==> config.mk <==
export PLATFORM = sky130hd
export DESIGN_NAME = sbp_config
export DESIGN_NICKNAME = d
export VERILOG_FILES = /design/src/sbp_pkg.sv /design/src/sbp_config.sv
export VERILOG_INCLUDE_DIRS = /design/src
export SDC_FILE = /design/constraint.sdc
export NUM_CORES = 1
export LEC_CHECK = 0
export ABC_AREA = 1
export BUFFER_PORTS_ARGS = -buffer_cell sky130_fd_sc_hd__buf_2
export CAP_MARGIN = 20
export CORE_MARGIN = 2
export CORE_UTILIZATION = 49
export DETAILED_ROUTE_END_ITERATION = 8
export PLACE_DENSITY = 0.88
export SLEW_MARGIN = 20
export SYNTH_ARGS = -nofsm -noshare
export SYNTH_HDL_FRONTEND = slang
export SYNTH_SLANG_ARGS = --single-unit
==> constraint.sdc <==
create_clock -name clock -period 2.4 [get_ports clock]
set_input_delay 0.24 -clock clock [delete_from_list [all_inputs] [get_ports clock]]
set_output_delay 0.24 -clock clock [all_outputs]
set_load 0.01 [all_outputs]
==> src/sbp_map.svh <==
// Register offsets, field positions, reset values and fixed codes of the configuration block.
`ifndef SBP_MAP_SVH
`define SBP_MAP_SVH

// Printed register indices; the APB byte address is four times the index.
`define SBP_IDX_DIAG_CFG      8'h24
`define SBP_IDX_LINK_OPT      8'h25
`define SBP_ADDR_DIAG_CFG     12'h090
`define SBP_ADDR_LINK_OPT     12'h094

// Background diagnostic configuration fields.
`define SBP_DIAG_EN_BIT       0
`define SBP_DIAG_FRAG_BIT     1
`define SBP_DIAG_CFG_RESET    8'h00

// Serial link option byte fields.
`define SBP_OPT_PULLDOWN_BIT  7
`define SBP_OPT_CHAIN_BIT     6
`define SBP_OPT_LOWCUR_BIT    5
`define SBP_OPT_RANGE_BIT     4
`define SBP_OPT_ERRC_BIT      3
`define SBP_OPT_CRC_BIT       2
`define SBP_OPT_PH2_BIT       1
`define SBP_OPT_FREE_BIT      0
`define SBP_LINK_OPT_RESET    8'h00

// Fragment sizes per collection period.
`define SBP_FRAG_CMD_SMALL    3'h2
`define SBP_FRAG_RSP_SMALL    3'h3
`define SBP_FRAG_CMD_LARGE    3'h4
`define SBP_FRAG_RSP_LARGE    3'h6

// Relative pressure clip limits and the common and base error codes.
`define SBP_CLIP_LO_NORM      (-16'sd102)
`define SBP_CLIP_HI_NORM      (16'sd307)
`define SBP_CLIP_LO_EXT       (-16'sd480)
`define SBP_CLIP_HI_EXT       (16'sd480)
`define SBP_ERR_CODE_COMMON   10'h1f4
`define SBP_ERR_CODE_BASE     10'h1f5

`endif

==> src/sbp_pkg.sv <==
// Types shared by the configuration block.
package sbp_pkg;

   typedef enum logic [1:0]
   {
      SBP_IDLE = 2'b00,
      SBP_WAIT = 2'b01,
      SBP_DONE = 2'b11
   } sbp_bus_state_t;

   typedef struct packed
   {
      sbp_bus_state_t   busState;
      logic             loadPending;
      logic [7:0]       diagCfg;
      logic [7:0]       linkOpt;
      logic             checkBit;
      logic             checkError;
      logic [31:0]      prdata;
      logic             pslverr;
      logic             pready;
      logic             diagEnable;
      logic [2:0]       diagCmdBits;
      logic [2:0]       diagRspChips;
      logic             syncPulldown;
      logic             chainMode;
      logic             lowCurrent;
      logic             crcSelect;
      logic             phase2Extend;
      logic             freeRunning;
      logic [9:0]       txPressure;
      logic [9:0]       errorCode;
   } sbp_state_t;

endpackage : sbp_pkg

==> src/sbp_config.sv <==
// APB register bank holding background diagnostic and serial link option settings.
//
// Our own choice: the APB register port.
`timescale 1ns/10ps
`default_nettype none
`include "sbp_map.svh"

module sbp_config
(
   // Clock and reset.
   input  wire logic                clock,
   input  wire logic                srst,
   // APB slave.
   input  wire logic                psel,
   input  wire logic                penable,
   input  wire logic                pwrite,
   input  wire logic [11:0]         paddr,
   input  wire logic [31:0]         pwdata,
   output logic                     pready,
   output logic [31:0]              prdata,
   output logic                     pslverr,
   // Operating mode and OTP contents.
   input  wire logic                modePsi5,
   input  wire logic                modeDiag,
   input  wire logic                otpProgrammed,
   input  wire logic [7:0]          otpLinkOpt,
   // Link events and data.
   input  wire logic                syncPulseSeen,
   input  wire logic                syncPulseOver,
   input  wire logic signed [15:0]  relPressure,
   input  wire logic                internalError,
   input  wire logic [3:0]          internalErrorId,
   // Configuration outputs.
   output logic                     diagEnable,
   output logic [2:0]               diagCmdBits,
   output logic [2:0]               diagRspChips,
   output logic                     syncPulldown,
   output logic                     chainMode,
   output logic                     lowCurrent,
   output logic                     crcSelect,
   output logic                     phase2Extend,
   output logic                     freeRunning,
   output logic [9:0]               txPressure,
   output logic [9:0]               errorCode,
   output logic                     checkError
);

   sbp_pkg::sbp_state_t state;
   sbp_pkg::sbp_state_t next_state;

   logic                accessOk;
   logic                hitDiag;
   logic                hitOpt;
   logic                commit;
   logic signed [15:0]  clipLo;
   logic signed [15:0]  clipHi;
   logic signed [15:0]  clipped;

   // Even parity over both bytes, used as the array check signature.
   function automatic logic array_parity
   (
      input logic [7:0] diag,
      input logic [7:0] opt
   );
      array_parity = ^{diag, opt};
   endfunction : array_parity

   // Full address decode: a register answers only at its own byte address.
   function automatic logic addr_hit
   (
      input logic [11:0] addr,
      input logic [11:0] target
   );
      addr_hit = (addr == target);
   endfunction : addr_hit

   // Option bits act only under PSI5; under DSI3 they are stored but ignored.
   function automatic logic psi5_bit
   (
      input logic psi5,
      input logic optBit
   );
      psi5_bit = psi5 && optBit;
   endfunction : psi5_bit

   always_comb
   begin
      next_state = state;
      hitDiag = addr_hit(paddr, `SBP_ADDR_DIAG_CFG);
      hitOpt = addr_hit(paddr, `SBP_ADDR_LINK_OPT);
      accessOk = !modePsi5 || modeDiag;
      commit = psel && penable && state.pready;
      clipLo = `SBP_CLIP_LO_NORM;
      clipHi = `SBP_CLIP_HI_NORM;
      clipped = relPressure;

      // Bus handshake: one wait state, then pready for exactly one cycle.
      case (state.busState)
         sbp_pkg::SBP_IDLE:
         begin
            next_state.pready = 1'b0;
            if (psel && !penable)
            begin
               next_state.busState = sbp_pkg::SBP_WAIT;
            end
         end
         sbp_pkg::SBP_WAIT:
         begin
            if (psel && penable)
            begin
               next_state.busState = sbp_pkg::SBP_DONE;
               next_state.pready = 1'b1;
               next_state.pslverr = 1'b0;
               next_state.prdata = 32'h0000_0000;
               if (!accessOk)
               begin
                  next_state.pslverr = 1'b1;
               end
               else if (hitDiag)
               begin
                  next_state.prdata = {24'h00_0000, state.diagCfg};
               end
               else if (hitOpt)
               begin
                  next_state.prdata = {24'h00_0000, state.linkOpt};
               end
               else
               begin
                  next_state.pslverr = 1'b1;
               end
            end
         end
         sbp_pkg::SBP_DONE:
         begin
            next_state.busState = sbp_pkg::SBP_IDLE;
            next_state.pready = 1'b0;
            next_state.pslverr = 1'b0;
            next_state.prdata = 32'h0000_0000;
            if (psel && !penable)
            begin
               next_state.busState = sbp_pkg::SBP_WAIT;
            end
         end
         default:
         begin
            next_state.busState = sbp_pkg::SBP_IDLE;
            next_state.pready = 1'b0;
         end
      endcase

      // Writes take effect only at the edge where the master sees pready.
      if (commit && pwrite && !state.pslverr)
      begin
         if (hitDiag)
         begin
            next_state.diagCfg = pwdata[7:0];
         end
         else if (hitOpt)
         begin
            next_state.linkOpt = pwdata[7:0];
         end
      end

      // The OTP image is copied one cycle after reset release, never under reset.
      if (state.loadPending)
      begin
         next_state.loadPending = 1'b0;
         next_state.linkOpt = otpProgrammed ? otpLinkOpt : `SBP_LINK_OPT_RESET;
      end

      // The signature follows every legal update; a mismatch means upset storage.
      next_state.checkBit = array_parity(next_state.diagCfg, next_state.linkOpt);
      next_state.checkError = (array_parity(state.diagCfg, state.linkOpt) != state.checkBit);

      // Background diagnostics act only under DSI3.
      next_state.diagEnable = !modePsi5 && state.diagCfg[`SBP_DIAG_EN_BIT];
      if (modePsi5)
      begin
         next_state.diagCmdBits = 3'h0;
         next_state.diagRspChips = 3'h0;
      end
      else if (state.diagCfg[`SBP_DIAG_FRAG_BIT])
      begin
         next_state.diagCmdBits = `SBP_FRAG_CMD_LARGE;
         next_state.diagRspChips = `SBP_FRAG_RSP_LARGE;
      end
      else
      begin
         next_state.diagCmdBits = `SBP_FRAG_CMD_SMALL;
         next_state.diagRspChips = `SBP_FRAG_RSP_SMALL;
      end

      // Pulldown arms on a detected sync pulse and drops at the end of it.
      if (!psi5_bit(modePsi5, state.linkOpt[`SBP_OPT_PULLDOWN_BIT]))
      begin
         next_state.syncPulldown = 1'b0;
      end
      else if (syncPulseSeen)
      begin
         next_state.syncPulldown = 1'b1;
      end
      else if (syncPulseOver)
      begin
         next_state.syncPulldown = 1'b0;
      end

      next_state.chainMode = psi5_bit(modePsi5, state.linkOpt[`SBP_OPT_CHAIN_BIT]);
      next_state.lowCurrent = psi5_bit(modePsi5, state.linkOpt[`SBP_OPT_LOWCUR_BIT]);
      next_state.crcSelect = psi5_bit(modePsi5, state.linkOpt[`SBP_OPT_CRC_BIT]);
      next_state.phase2Extend = psi5_bit(modePsi5, state.linkOpt[`SBP_OPT_PH2_BIT]);
      next_state.freeRunning = psi5_bit(modePsi5, state.linkOpt[`SBP_OPT_FREE_BIT])
                               && !state.linkOpt[`SBP_OPT_CHAIN_BIT];

      // Clipping widens only with the range bit under PSI5.
      if (psi5_bit(modePsi5, state.linkOpt[`SBP_OPT_RANGE_BIT]))
      begin
         clipLo = `SBP_CLIP_LO_EXT;
         clipHi = `SBP_CLIP_HI_EXT;
      end
      if (relPressure < clipLo)
      begin
         clipped = clipLo;
      end
      else if (relPressure > clipHi)
      begin
         clipped = clipHi;
      end
      next_state.txPressure = clipped[9:0];

      // Without the extension every internal error shares one code.
      if (!internalError)
      begin
         next_state.errorCode = 10'h000;
      end
      else if (psi5_bit(modePsi5, state.linkOpt[`SBP_OPT_ERRC_BIT]))
      begin
         next_state.errorCode = `SBP_ERR_CODE_BASE + {6'h00, internalErrorId};
      end
      else
      begin
         next_state.errorCode = `SBP_ERR_CODE_COMMON;
      end
   end

   always_ff @(posedge clock)
   begin
      if (srst)
      begin
         // Each field is reset by name, so no field is written twice at one edge.
         state.busState <= sbp_pkg::SBP_IDLE;
         state.loadPending <= 1'b1;
         state.diagCfg <= `SBP_DIAG_CFG_RESET;
         state.linkOpt <= `SBP_LINK_OPT_RESET;
         state.checkBit <= 1'b0;
         state.checkError <= 1'b0;
         state.prdata <= 32'h0000_0000;
         state.pslverr <= 1'b0;
         state.pready <= 1'b0;
         state.diagEnable <= 1'b0;
         state.diagCmdBits <= 3'h0;
         state.diagRspChips <= 3'h0;
         state.syncPulldown <= 1'b0;
         state.chainMode <= 1'b0;
         state.lowCurrent <= 1'b0;
         state.crcSelect <= 1'b0;
         state.phase2Extend <= 1'b0;
         state.freeRunning <= 1'b0;
         state.txPressure <= 10'h000;
         state.errorCode <= 10'h000;
      end
      else
      begin
         state <= next_state;
      end
   end

   assign pready = state.pready;
   assign prdata = state.prdata;
   assign pslverr = state.pslverr;
   assign diagEnable = state.diagEnable;
   assign diagCmdBits = state.diagCmdBits;
   assign diagRspChips = state.diagRspChips;
   assign syncPulldown = state.syncPulldown;
   assign chainMode = state.chainMode;
   assign lowCurrent = state.lowCurrent;
   assign crcSelect = state.crcSelect;
   assign phase2Extend = state.phase2Extend;
   assign freeRunning = state.freeRunning;
   assign txPressure = state.txPressure;
   assign errorCode = state.errorCode;
   assign checkError = state.checkError;

endmodule : sbp_config
`default_nettype wire

==> flow_summary.yaml <==
synth:
  synth_top_area_frac: 0.309
  yosys_warnings: 0
  syn_area_mm2: 0.00383
  synth-edff-count: 0
  avgSynthCellArea_um2: 6.69
  async_flop_share: 0
  synth_cell_type_count: 37
  synth_cells: 572
  synth_largest_area_cell: "dfxtp_1"
  synth_flop_cell: "dfxtp_1"
  ys_seq_area_frac: 0.309
  synth_area_leaders: "dfxtp_1, nand2_1, buf_4, inv_1, nor2_1"
  synth_seq_cells: 59
layout:
  drive_above_1_share: 0.231
  synthToLayoutAreaGrowth_pct: 12.5
  diodes: 0
  nNetsFinal: 735
pwr:
  leakagePower_nw: 2.34
  peakVddDrop_uv: 338
  powerDensity_mw_per_mm2: 563
worst_setup_path:
  critPathSlowestCell: "dfxtp_1"
  crit_required_ns: 2.68
  crit_chain: "inv_1, nand3_1, nor2_4, nand3_4, o21ai_1, nand2_1, nand2_1, nand3_1, nand2_1, nand2_1, nand2_1, nand3_1, a21oi_1"
  slowest_delay_ns: 0.33
  worst_path_most_repeated_cell: "nand2_1"
  end_kind: "register"
  startpoint_type: "register"
  critPathMaxFanout: 22
  criticalPathCategory: "register to register"
  worstPathArrival_ns: 2.39
clock_tree:
  cts-htree-levels: 3
  clock_path_buffers: 2
  cts_root_buf: "clkbuf_8"
  cts_buffers: 9
  ctsHoldBuffers: 0
  clkSlewWorstSetupHoldPaths_ns: 0.07
  post_cts_resized: 0
  cts.sinks: 59
  post_cts_buffers: 0
  clock_latency_ns: 0.35
  cts_tree: "yes"
min_path:
  min-delay-path-class: "input port to register"
global_routing:
  use_met3: 0.0431
  grt_max_degree: 24
  grt_pass1_wl_um: 14900
  grtUsageMet1: 0.269
  busiest_layer: "met2"
  grt_antenna_before_repair: 0
  grtUsageMet2: 0.384
  grt_usage: 0.220
  grt_overflow: 0
  grt_pass1_vias: 3270
sta:
  fmax_mhz: 473
  fin_ws_ns: 0.284
  fin_skew_ns: 0.00824
  setup_viol: 0
  tns_ns: 0
  rsz0062_at_grt: "false"
  slew_violations: 0
  period_share: 0.882
  final_hold_viol_count: 0
  min_period_ns: 2.12
route:
  drt_iter0_markers: 244
  vias: 3777
  vias_per_cell: 5.03
  wl_um: 9200
  drc: 0
  drt_first_pass_iters: 5
  ant_nets: 0
  routedWlPerCell_um: 12.3
floorplan:
  die_width_um: 92.4
  io_pins: 151
  row_count: 32
  die_area_mm2: 0.00853
  initial_utilization: 0.500
  die_h_um: 92.4
  coreArea_mm2: 0.00765
placement:
  dpl_worst_slack_ns: 0.211
  hpwlAfterDp_um: 7160
  place.port_buffers: 101
  place_congestion: 0.949
job:
  maxCapViolations: 0
status:
  status: "finished clean"
==> metal layers <==
metal,routed length [µm],part of all wire,vias to the layer above
met2,4460,0.48,231
li1,-,-,1867
met3,970,0.11,14
met5,0,0,-
met4,109,0.012,0
met1,3670,0.40,1665
==> placed cells by master, fill, tap and decap left out, types with 2 or more instances in the layout <==
master	Yosys	routed
dfxtp_1	59	59
nor2_1	53	53
inv_2	3	3
buf_2	3	101
conb_1	1	25
clkbuf_8	0	9
bufinv_16	0	2
nand3_1	24	24
o21ai_1	4	4
nand2_2	7	8
nand2_1	175	174
nand4_1	19	19
o211ai_1	2	2
inv_1	63	63
xor2_1	7	7
nand3_2	2	2
ha_1	8	8
a31oi_1	2	2
buf_4	60	7
o21ai_2	5	5
xnor2_1	9	9
o22ai_1	6	6
nand3_4	2	2
clkinv_4	0	3
a21oi_1	27	27
nor3_1	5	5
nor2_4	2	2
o21ai_0	6	6
==> critical path, delay by kind of cell, from the launching register on <==
family,cells,cell delay [ns]
AOI/OAI and AO/OA,2,0.43
buffers and inverters,1,0.05
DFF,1,0.33
and+or+nand+nor,10,1.22
==> power by group <==
part / internal (mW) / switching, mW / leakage, nW / total, mW
registers: 1.01 / 0.0179 / 0.482 / 1.03
logic: 0.137 / 0.225 / 1.74 / 0.362
clock network: 0.591 / 0.437 / 0.114 / 1.03
total: 1.74 / 0.680 / 2.34 / 2.42
==> Yosys cell counts, types with 6 or more instances <==
library cell,number
nand2_1,175
xor2_1,7
ha_1,8
o22ai_1,6
nand4_1,19
xnor2_1,9
o21ai_0,6
inv_1,63
nand2_2,7
a21oi_1,27
buf_4,60
dfxtp_1,59
nand3_1,24
nor2_1,53
==> cell families after synthesis <==
group,synth area share
AOI/OAI and AO/OA,0.0876
xor gates and xnor gates,0.0366
adders and majority gates,0.0262
buffers and inverters,0.203
DFF,0.309
other,0.000980
and+or+nand+nor,0.337
==> state kept, by name, indices dropped and copies added, names as in the netlist <==
signal        flops
pslverr           1
state            20
freeRunning       1
checkError        1
txPressure       10
pready            1
diagCmdBits       1
errorCode         8
prdata            8
lowCurrent        1
diagRspChips      2
chainMode         1
diagEnable        1
phase2Extend      1
crcSelect         1
syncPulldown      1
==> cell type report <==
| class | instances | area, µm² |
|---|---|---|
| Sequential cell | 59 | 1180 |
| Inverter | 67 | 251 |
| Tap cell | 102 | 128 |
| Clock buffer | 9 | 124 |
| Fill cell | 722 | 3340 |
| Multi-Input combinational cell | 399 | 1960 |
| Clock inverter | 7 | 100 |
| Timing Repair Buffer | 108 | 558 |
==> final timing paths <==
check | start | to | slack (ns) | cells after the start
min reg2reg | prdata[0]$_SDFFE_PP0P_ | prdata[0]$_SDFFE_PP0P_ | 0.48 | 2
min | internalErrorId[0] | errorCode[0]$_SDFF_PP0_ | 0.10 | 2
max | pslverr$_SDFFE_PP0P_ | state[68]$_SDFF_PP0_ | 0.28 | 13
max reg2reg | pslverr$_SDFFE_PP0P_ | state[68]$_SDFF_PP0_ | 0.28 | 13
==> through the flow <==
step	utilization	cell area (µm²)	hold WS, ns	total power, mW	std cells
after global routing	0.563	4300	0.0911	2.53	751
final	0.563	4300	0.100	2.42	751
after floorplan	-	3920	0.268	1.33	596
after detailed placement	0.533	4080	0.459	1.41	735
after global placement	0.533	4080	0.439	1.40	735
after CTS	0.563	4300	0.0889	2.44	751
(Power assumes the default switching activity.)
